==> src/vic_pkg.sv <==
// Constants, register map and state encoding of the interrupt controller.
// Assumes a 200 MHz core clock and an APB bus with 32-bit data.
package vic_pkg;

    // ------------------------------------------------------------------
    // Sizes
    // ------------------------------------------------------------------
    localparam int          NUM_SRC       = 11;
    localparam int          PC_W          = 10;
    localparam int          APB_AW        = 10;
    localparam int          NUM_PINS      = 11;

    // ------------------------------------------------------------------
    // Register indices; byte address is four times the index
    // ------------------------------------------------------------------
    localparam logic [7:0]  IDX_TIMER_FLAG  = 8'h38;
    localparam logic [7:0]  IDX_TIMER_MASK  = 8'h39;
    localparam logic [7:0]  IDX_GEN_FLAG    = 8'h3a;
    localparam logic [7:0]  IDX_GEN_MASK    = 8'h3b;
    localparam logic [7:0]  IDX_PERIPH_FLAG = 8'h3c;
    localparam logic [7:0]  IDX_PERIPH_MASK = 8'h3d;
    localparam logic [7:0]  IDX_EXT_SENSE   = 8'h3e;
    localparam logic [7:0]  IDX_STATUS      = 8'h3f;

    // ------------------------------------------------------------------
    // Field positions, writable masks and reset values
    // ------------------------------------------------------------------
    localparam int          GMASK_EXT0_BIT  = 6;
    localparam int          GMASK_ANA_BIT   = 5;
    localparam int          GMASK_DIG_BIT   = 4;
    localparam logic [7:0]  GEN_MASK_WMASK  = 8'h70;
    localparam int          GFLAG_EXT0_BIT  = 6;
    localparam int          GFLAG_PIN_BIT   = 5;
    localparam int          TIM_CMPA_BIT    = 6;
    localparam int          TIM_CMPB_BIT    = 5;
    localparam int          TIM_OVF1_BIT    = 2;
    localparam int          TIM_OVF0_BIT    = 1;
    localparam logic [7:0]  TIMER_WMASK     = 8'h66;
    localparam logic [7:0]  PERIPH_WMASK    = 8'h1f;
    localparam int          STATUS_GIE_BIT  = 7;
    localparam logic [7:0]  REG_RESET       = 8'h00;

    // ------------------------------------------------------------------
    // Sources, by priority; vector address is index plus one
    // ------------------------------------------------------------------
    localparam int          SRC_EXT0      = 0;
    localparam int          SRC_PIN       = 1;
    localparam int          SRC_FIRST_EVT = 2;
    localparam int          SRC_SER_START = 6;
    localparam logic [9:0]  VEC_RESET     = 10'h000;
    localparam logic [9:0]  VEC_LAST      = 10'h00b;

    // ------------------------------------------------------------------
    // External request sense codes
    // ------------------------------------------------------------------
    localparam logic [1:0]  SENSE_LOW     = 2'h0;
    localparam logic [1:0]  SENSE_ANY     = 2'h1;
    localparam logic [1:0]  SENSE_FALL    = 2'h2;
    localparam logic [1:0]  SENSE_RISE    = 2'h3;

    // ------------------------------------------------------------------
    // Sequencer timing in core clock cycles
    // ------------------------------------------------------------------
    localparam logic [2:0]  ENTRY_CYCLES  = 3'h4;
    localparam logic [2:0]  RETURN_CYCLES = 3'h4;
    localparam logic [2:0]  JUMP_CYCLES   = 3'h2;

    typedef enum logic [2:0] {
        ST_RESET_VEC,
        ST_IDLE,
        ST_ENTRY,
        ST_JUMP,
        ST_RETURN,
        ST_HOLD
    } vic_state_t;

    function automatic logic [9:0] vec_of(input logic [3:0] idx);
        vec_of = 10'(idx) + 10'h001;
    endfunction

endpackage

==> src/vectored_interrupt_controller.sv <==
// Vectored interrupt controller: flags, masks, priority and the
// entry / return sequencer that steers the processor core.
// Assumes an APB master on i_ref_clk, same-clock peripheral event
// pulses and core strobes, and asynchronous pin inputs.
//
// The APB register port was chosen for this implementation.
`timescale 1ns/1ps
module vectored_interrupt_controller (
    input  wire logic              i_ref_clk,        // Core clock
    input  wire logic              i_rst_n,          // Sync reset, low
    input  wire logic              i_psel,           // APB select
    input  wire logic              i_penable,        // APB enable
    input  wire logic              i_pwrite,         // APB direction
    input  wire logic [vic_pkg::APB_AW-1:0] i_paddr, // APB byte address
    input  wire logic [31:0]       i_pwdata,         // APB write data
    input  wire logic [3:0]        i_pstrb,          // APB byte strobes
    output logic      [31:0]       o_prdata,         // APB read data
    output logic                   o_pready,         // APB ready
    output logic                   o_pslverr,        // APB error
    input  wire logic              i_ext_req0_pin,   // External request
    input  wire logic [7:0]        i_port_b_pins,    // Port B levels
    input  wire logic [2:0]        i_port_a_pins,    // Port A 7, 6, 3
    input  wire logic [10:0]       i_pin_alt_mask,   // Alt function on
    input  wire logic [8:0]        i_periph_event,   // Source 2..10 pulses
    input  wire logic              i_instr_boundary, // Instruction done
    input  wire logic              i_return_instr,   // Return executed
    output logic                   o_irq_pending,    // Request to core
    output logic                   o_push_pc,        // Push counter
    output logic                   o_pop_pc,         // Pop counter
    output logic                   o_vector_load,    // Load vector pulse
    output logic [vic_pkg::PC_W-1:0] o_vector_addr,  // Vector address
    output logic                   o_jump_busy,      // Vector jump runs
    output logic                   o_gie             // Global enable
);
    import vic_pkg::*;

    // ------------------------------------------------------------------
    // State
    // ------------------------------------------------------------------
    typedef struct packed {
        vic_state_t               state;
        logic [2:0]               cnt;
        logic [3:0]               sel;
        logic                     vec_load;
        logic [PC_W-1:0]          vec_addr;
        logic                     gie;
        logic [7:0]               gmask;
        logic [7:0]               tmask;
        logic [7:0]               pmask;
        logic [1:0]               sense;
        logic [NUM_SRC-1:0]       flag;
        logic                     ext_prev;
        logic [NUM_PINS-1:0]      pins_prev;
        logic [31:0]              prdata;
    } vic_regs_t;

    vic_regs_t s_q;
    vic_regs_t s_d;

    logic [NUM_PINS:0]    pins_s;
    logic                 ext_s;
    logic [NUM_PINS-1:0]  pins_now;
    logic [NUM_SRC-1:0]   set_ev;
    logic [NUM_SRC-1:0]   clr_sw;
    logic [NUM_SRC-1:0]   clr_hw;
    logic [NUM_SRC-1:0]   en;
    logic [NUM_SRC-1:0]   req;
    logic [NUM_SRC-1:0]   act;
    logic                 sel_any;
    logic [3:0]           sel_idx;
    logic                 accept;
    logic                 ret_take;
    logic                 ext_edge;
    logic [NUM_PINS-1:0]  chg;
    logic [7:0]           idx;
    logic                 hit;
    logic                 wr;
    logic                 setup;
    logic [7:0]           wd;
    logic [7:0]           rd;

    // ------------------------------------------------------------------
    // Pin synchronisers and priority encoder
    // ------------------------------------------------------------------
    vic_sync2 #(
        .W (NUM_PINS + 1)
    ) u_sync (
        .i_ref_clk (i_ref_clk),
        .i_rst_n   (i_rst_n),
        .i_async   ({i_ext_req0_pin, i_port_a_pins, i_port_b_pins}),
        .o_sync    (pins_s)
    );

    assign ext_s    = pins_s[NUM_PINS];
    assign pins_now = pins_s[NUM_PINS-1:0];

    vic_prio_enc #(
        .N (NUM_SRC)
    ) u_prio (
        .i_req (act),
        .o_any (sel_any),
        .o_idx (sel_idx)
    );

    // ------------------------------------------------------------------
    // APB decode
    // ------------------------------------------------------------------
    assign idx       = i_paddr[9:2];
    assign hit       = (idx >= IDX_TIMER_FLAG) && (idx <= IDX_STATUS);
    assign setup     = i_psel && !i_penable;
    assign wr        = i_psel && i_penable && i_pwrite && i_pstrb[0] && hit;
    assign wd        = i_pwdata[7:0];
    assign o_pready  = i_psel && i_penable;
    assign o_pslverr = i_psel && i_penable && !hit;

    // ------------------------------------------------------------------
    // Event detection, enables and requests
    // ------------------------------------------------------------------
    always_comb begin
        unique case (s_q.sense)
            SENSE_ANY:  ext_edge = ext_s ^ s_q.ext_prev;
            SENSE_FALL: ext_edge = s_q.ext_prev && !ext_s;
            SENSE_RISE: ext_edge = ext_s && !s_q.ext_prev;
            SENSE_LOW:  ext_edge = 1'b0;
        endcase
    end

    assign chg = (pins_now ^ s_q.pins_prev) & ~i_pin_alt_mask;

    always_comb begin
        set_ev = '0;
        set_ev[SRC_EXT0] = ext_edge;
        set_ev[SRC_PIN]  = (|chg[3:0] && s_q.gmask[GMASK_DIG_BIT])
                        || (|chg[10:4] && s_q.gmask[GMASK_ANA_BIT]);
        set_ev[NUM_SRC-1:SRC_FIRST_EVT] = i_periph_event;
    end

    always_comb begin
        en = '0;
        en[SRC_EXT0] = s_q.gmask[GMASK_EXT0_BIT];
        en[SRC_PIN]  = s_q.gmask[GMASK_ANA_BIT] || s_q.gmask[GMASK_DIG_BIT];
        en[2] = s_q.tmask[TIM_CMPA_BIT];
        en[3] = s_q.tmask[TIM_CMPB_BIT];
        en[4] = s_q.tmask[TIM_OVF1_BIT];
        en[5] = s_q.tmask[TIM_OVF0_BIT];
        en[NUM_SRC-1:SRC_SER_START] = s_q.pmask[4:0];
    end

    always_comb begin
        req = s_q.flag;
        if (s_q.sense == SENSE_LOW) begin
            req[SRC_EXT0] = !ext_s;
        end
    end

    assign act = req & en & {NUM_SRC{s_q.gie}};

    // Entry waits for the core's instruction boundary
    assign accept   = (s_q.state == ST_IDLE) && i_instr_boundary
                   && sel_any;
    assign ret_take = (s_q.state == ST_IDLE) && i_return_instr && !accept;

    // ------------------------------------------------------------------
    // Write-one-to-clear and read mux
    // ------------------------------------------------------------------
    always_comb begin
        clr_sw = '0;
        if (wr) begin
            unique case (idx)
                IDX_GEN_FLAG: begin
                    clr_sw[SRC_EXT0] = wd[GFLAG_EXT0_BIT];
                    clr_sw[SRC_PIN]  = wd[GFLAG_PIN_BIT];
                end
                IDX_TIMER_FLAG: begin
                    clr_sw[2] = wd[TIM_CMPA_BIT];
                    clr_sw[3] = wd[TIM_CMPB_BIT];
                    clr_sw[4] = wd[TIM_OVF1_BIT];
                    clr_sw[5] = wd[TIM_OVF0_BIT];
                end
                IDX_PERIPH_FLAG: begin
                    clr_sw[NUM_SRC-1:SRC_SER_START] = wd[4:0];
                end
                default: begin
                    clr_sw = '0;
                end
            endcase
        end
    end

    always_comb begin
        rd = REG_RESET;
        unique case (idx)
            IDX_GEN_MASK:    rd = s_q.gmask;
            IDX_TIMER_MASK:  rd = s_q.tmask;
            IDX_PERIPH_MASK: rd = s_q.pmask;
            IDX_EXT_SENSE:   rd = {6'h00, s_q.sense};
            IDX_STATUS:      rd = {s_q.gie, 7'h00};
            IDX_GEN_FLAG: begin
                rd[GFLAG_EXT0_BIT] = s_q.flag[SRC_EXT0];
                rd[GFLAG_PIN_BIT]  = s_q.flag[SRC_PIN];
            end
            IDX_TIMER_FLAG: begin
                rd[TIM_CMPA_BIT] = s_q.flag[2];
                rd[TIM_CMPB_BIT] = s_q.flag[3];
                rd[TIM_OVF1_BIT] = s_q.flag[4];
                rd[TIM_OVF0_BIT] = s_q.flag[5];
            end
            IDX_PERIPH_FLAG: rd = {3'h0, s_q.flag[NUM_SRC-1:SRC_SER_START]};
            default:         rd = REG_RESET;
        endcase
    end

    // ------------------------------------------------------------------
    // Next state
    // ------------------------------------------------------------------
    always_comb begin
        s_d           = s_q;
        s_d.vec_load  = 1'b0;
        s_d.ext_prev  = ext_s;
        s_d.pins_prev = pins_now;
        clr_hw        = '0;
        if (setup) begin
            s_d.prdata = {24'h000000, rd};
        end
        if (wr) begin
            unique case (idx)
                IDX_GEN_MASK:    s_d.gmask = wd & GEN_MASK_WMASK;
                IDX_TIMER_MASK:  s_d.tmask = wd & TIMER_WMASK;
                IDX_PERIPH_MASK: s_d.pmask = wd & PERIPH_WMASK;
                IDX_EXT_SENSE:   s_d.sense = wd[1:0];
                IDX_STATUS:      s_d.gie   = wd[STATUS_GIE_BIT];
                default:         s_d.gie   = s_q.gie;
            endcase
        end
        // Only the enable bit is kept; the status word is left alone
        unique case (s_q.state)
            ST_RESET_VEC: begin
                s_d.vec_load = 1'b1;
                s_d.vec_addr = VEC_RESET;
                s_d.cnt      = JUMP_CYCLES;
                s_d.state    = ST_JUMP;
            end
            ST_IDLE: begin
                if (accept) begin
                    s_d.gie   = 1'b0;
                    s_d.sel   = sel_idx;
                    s_d.cnt   = ENTRY_CYCLES - 3'h1;
                    s_d.state = ST_ENTRY;
                end else if (ret_take) begin
                    s_d.cnt   = RETURN_CYCLES - 3'h1;
                    s_d.state = ST_RETURN;
                end
            end
            ST_ENTRY: begin
                if (s_q.cnt == 3'h0) begin
                    s_d.vec_load = 1'b1;
                    s_d.vec_addr = vec_of(s_q.sel);
                    clr_hw[s_q.sel] = 1'b1;
                    s_d.cnt   = JUMP_CYCLES;
                    s_d.state = ST_JUMP;
                end else begin
                    s_d.cnt = s_q.cnt - 3'h1;
                end
            end
            ST_JUMP: begin
                s_d.cnt = s_q.cnt - 3'h1;
                if (s_q.cnt == 3'h1) begin
                    s_d.state = ST_IDLE;
                end
            end
            ST_RETURN: begin
                if (s_q.cnt == 3'h0) begin
                    s_d.gie   = 1'b1;
                    s_d.state = ST_HOLD;
                end else begin
                    s_d.cnt = s_q.cnt - 3'h1;
                end
            end
            ST_HOLD: begin
                if (i_instr_boundary) begin
                    s_d.state = ST_IDLE;
                end
            end
            default: begin
                s_d.state = ST_IDLE;
            end
        endcase
        // A new event wins over either clear in the same cycle
        s_d.flag = (s_q.flag & ~clr_sw & ~clr_hw) | set_ev;
        if (s_d.sense == SENSE_LOW) begin
            s_d.flag[SRC_EXT0] = 1'b0;
        end
    end

    always_ff @(posedge i_ref_clk) begin
        if (!i_rst_n) begin
            s_q <= '0;
        end else begin
            s_q <= s_d;
        end
    end

    // ------------------------------------------------------------------
    // Outputs
    // ------------------------------------------------------------------
    assign o_prdata      = s_q.prdata;
    assign o_irq_pending = sel_any;
    assign o_push_pc     = (s_q.state == ST_ENTRY);
    assign o_pop_pc      = (s_q.state == ST_RETURN);
    assign o_vector_load = s_q.vec_load;
    assign o_vector_addr = s_q.vec_addr;
    assign o_jump_busy   = (s_q.state == ST_JUMP);
    assign o_gie         = s_q.gie;
endmodule

==> src/vic_sync2.sv <==
// Two-stage synchroniser for a vector of pin levels.
// Assumes the inputs are asynchronous to i_ref_clk.
`timescale 1ns/1ps
module vic_sync2 #(
    parameter int W = 1
) (
    input  wire logic         i_ref_clk, // Core clock
    input  wire logic         i_rst_n,   // Synchronous reset, low
    input  wire logic [W-1:0] i_async,   // Raw pin levels
    output logic      [W-1:0] o_sync     // Synchronised levels
);
    logic [W-1:0] meta_q;
    logic [W-1:0] sync_q;

    always_ff @(posedge i_ref_clk) begin
        if (!i_rst_n) begin
            meta_q <= '0;
            sync_q <= '0;
        end else begin
            meta_q <= i_async;
            sync_q <= meta_q;
        end
    end

    assign o_sync = sync_q;
endmodule

==> src/vic_prio_enc.sv <==
// Fixed priority encoder: the lowest set bit wins.
// Assumes a same-clock request vector; purely combinational.
`timescale 1ns/1ps
module vic_prio_enc #(
    parameter int N = 11
) (
    input  wire logic [N-1:0] i_req, // Active requests
    output logic              o_any, // Any request
    output logic [3:0]        o_idx  // Winning index
);
    always_comb begin
        o_any = 1'b0;
        o_idx = 4'h0;
        for (int i = N - 1; i >= 0; i--) begin
            if (i_req[i]) begin
                o_any = 1'b1;
                o_idx = 4'(i);
            end
        end
    end
endmodule

==> config.mk <==
export PLATFORM = sky130hd
export DESIGN_NAME = vectored_interrupt_controller
export DESIGN_NICKNAME = d
export VERILOG_FILES = /design/src/vic_pkg.sv /design/src/vectored_interrupt_controller.sv /design/src/vic_sync2.sv /design/src/vic_prio_enc.sv
export SDC_FILE = /design/constraint.sdc
export NUM_CORES = 1
export LEC_CHECK = 0
export ABC_AREA = 1
export BUFFER_PORTS_ARGS = -buffer_cell sky130_fd_sc_hd__buf_2
export CORE_MARGIN = 2
export CORE_UTILIZATION = 47
export DETAILED_ROUTE_END_ITERATION = 10
export MAX_ROUTING_LAYER = met4
export PLACE_DENSITY = 0.74
export REMOVE_ABC_BUFFERS = 1
export SLEW_MARGIN = 10
export SYNTH_ARGS = -nofsm -noshare
export SYNTH_HDL_FRONTEND = slang
export SYNTH_SLANG_ARGS = --single-unit
==> constraint.sdc <==
create_clock -name i_ref_clk -period 4.75 [get_ports i_ref_clk]
set_clock_uncertainty 0.15 [all_clocks]
set_input_delay 0.2375 -clock i_ref_clk [delete_from_list [all_inputs] [get_ports i_ref_clk]]
set_output_delay 0.2375 -clock i_ref_clk [all_outputs]
set_load 0.05 [all_outputs]
==> flow_metrics.tcl <==
set metrics [dict create \
    num_rows 35 \
    end_kind "output pin" \
    rsz0062_at_grt "no" \
    ant_nets 0 \
    yosys_most_used_dff "dfxtp_1" \
    crit_slowest_cell "dfxtp_1" \
    n_fill_cell 837 \
    nNetsFinal 784 \
    holdWs_ps 27.7 \
    required_ps 4360 \
    grt_max_degree 52 \
    synth-compound-area-share_pct 12.3 \
    yosysMostFrequentCell "nand2_1" \
    yosysUniqueCellTypes 42 \
    synth_area_um2 4430 \
    grtUsageMet2_pct 34.4 \
    gr-usage-met3_pct 4.99 \
    outcome "finished, final reports clean" \
    grt_pass1_wl_um 15900 \
    numPlacedInstances 767 \
    via_per_inst 4.78 \
    dieArea_um2 10200 \
    async_flop_share_pct 0 \
    cts.sinks 86 \
    clk_pin_slew_ps 90 \
    first_pass_iters 5 \
    instances_no_fill 806 \
    dr_total_vias 3856 \
    cts_tree "done" \
    synthTopCellsByCount "130 x nand2_1, 95 x inv_1, 86 x dfxtp_1" \
    min_delay_path_depth 3 \
    gp_congestion 0.942 \
    grt_pass1_vias 3565 \
    synth_edf_count 0 \
    leakage_uw 0.00263 \
    cap_violations 0 \
    numCtsBuffers 9 \
    num_antenna_cells 0 \
    ys_ff_latch 86 \
    min_period_ps 2380 \
    path_max_fanout 14 \
    cts_root_buffer "clkbuf_8" \
    gr-usage-met1_pct 23.8 \
    synth_cells 606 \
    netlist.area_leader.share_pct 38.9 \
    num_io_pins 135 \
    power_density_nw_per_um2 355 \
    synthAdderAreaFrac_pct 2.54 \
    path_buf_inv 2 \
    cts_resized 0 \
    crit_cells 7 \
    max-slew-margin-rel_pct 46.0 \
    synthMuxAreaShare_pct 0 \
    cpPeakStageDelay_ps 730 \
    initial_core_util_pct 48.1 \
    synthSimpleGateAreaFrac_pct 26.4 \
    crit_path_frequent_cell "nand2_2" \
    hold_path.class "primary input to flip-flop" \
    setup_viol 0 \
    tightest_slew_ps 807 \
    core_area_um2 9200 \
    grt_use_total_pct 20.2 \
    clk_latency_ps 360 \
    synth_xor_area_share_pct 1.98 \
    syn2layout_area_growth_pct 15.6 \
    die_w_um 101 \
    avgSynthCellArea_um2 7.30 \
    grt_busiest_layer "met2" \
    die_h_um 101 \
    rr_worst_depth 9 \
    ff_latch_area_um2 1720 \
    yosysTopAreaCell "dfxtp_1" \
    hold_viol 0 \
    synth.area.top_cells "dfxtp_1 39%, nand2_1 11%, inv_1 8.1%" \
    antenna_found_initial 0 \
    critPathKind "flip-flop to output pin" \
    multi_input_area_um2 2020 \
    synth_warnings 0 \
    drive_gt1_share_pct 19.9 \
    period_share_pct 50.0 \
    drtIter0Drc 152 \
    wl_per_cell_um 12.2 \
    fmax_ghz 0.421 \
    clockBufferDepth 2 \
    htree_levels 3 \
    post-route-util_pct 55.6 \
    finalSetupTns_ps 0 \
    port_buffers 76 \
    routed_wl_um 9850 \
    crit_path_start_kind "flip-flop" \
    synth_top_family_by_area "simple AND/OR/NAND/NOR gates" \
    remaining_drc_errors 0 \
    critical_path_arrival_ps 1990 \
    report.final.slew_viol_count 0 \
    path_delay_family "flip-flops" \
    ys_seq_area_share_pct 38.9 \
    gr-total-overflow 0 \
    peakVddDrop_mv 0.289 \
    place_hpwl_um 7090 \
    crit_chain "nand3_1 > nand2_1 > inv_2 > nand2_2 > nor2_2 > nand2_2 > buf_2" \
]
registers in the layout, summed over array words and instances, names as in the netlist:
signal         cells
s_q               27
u_sync.meta_q     12
o_vector_load      1
o_prdata           8
o_vector_addr      5
req               10
u_sync.o_sync     12
en                10
o_gie              1
what timing repair did:
item,CTS,global route
hold buffers,23,0
setup buffers,0,0
hold endpoints to repair,23,0
routing by layer:
layer	vias up	part of all wire [%]
met5	-	0
met4	0	1.6
met3	16	7.1
met2	131	47
met1	1708	44
li1	2001	-
logic make-up (layout without fill, tap and decap cells):
| kind of cell | Yosys count | after routing |
|---|---|---|
| and+or+nand+nor | 241 | 241 |
| AOI/OAI and AO/OA | 98 | 98 |
| DFF | 86 | 86 |
| other | 1 | 29 |
| buffers and inverters | 161 | 222 |
| xor gates and xnor gates | 10 | 10 |
| adders and majority gates | 9 | 9 |
worst register-to-register path: stages, from the launching register on:
cell and delay (ps):
dfxtp_1 330, inv_1 110, ha_1 160, inv_1 40, nor2_1 270, inv_1 110
nor2_2 550, nand3_1 200, a31oi_1 210, a21oi_1 60
power breakdown:
group / switching, µW / leakage, µW / internal [µW]
Clock: 293 / 0.000104 / 255
Combinational: 325 / 0.00182 / 140
Sequential: 39.0 / 0.000704 / 766
Total: 657 / 0.00263 / 1160
cells in the final DEF (no fill, tap or decap), types with 6 or more instances in the layout:
cell type / instances
nand2_1: 130
inv_1: 95
dfxtp_1: 86
buf_2: 76
a21oi_1: 39
nor2_1: 33
nand3_1: 31
o21ai_0: 30
conb_1: 29
dlygate4sd3_1: 23
nor2_2: 9
ha_1: 9
clkbuf_8: 9
inv_2: 8
a31oi_1: 8
xnor2_1: 8
nand2_2: 6
nor3_1: 6
through the flow:
stage	instance area, µm²	total power, µW	setup slack, ps
final	5120	1820	2370
after global routing	5120	1910	2260
after CTS	5120	1830	2370
after detailed placement	4670	1270	2440
after global placement	4670	1250	2550
after floorplan	4140	1160	2570
cell type report:
cell class                 instances  share of cell area, %
clock inverter                     7                   1.74
inverter                         105                   7.73
clock buffer                       9                   2.42
multi-input combinational        387                   39.5
tap                              111                   2.71
timing repair buffer             101                   12.2
sequential                        86                   33.6
path summary, 6_finish.rpt:
| path | from | end | slack, ps |
|---|---|---|---|
| max | o_gie | o_irq_pending | 2370 |
| max reg2reg | s_q[97] | s_q[44] | 2450 |
| min reg2reg | u_sync.meta_q[11] | u_sync.o_sync[11] | 270 |
| min | i_pwdata[3] | en[9] | 30 |
Power figures use the tool's default switching activity.
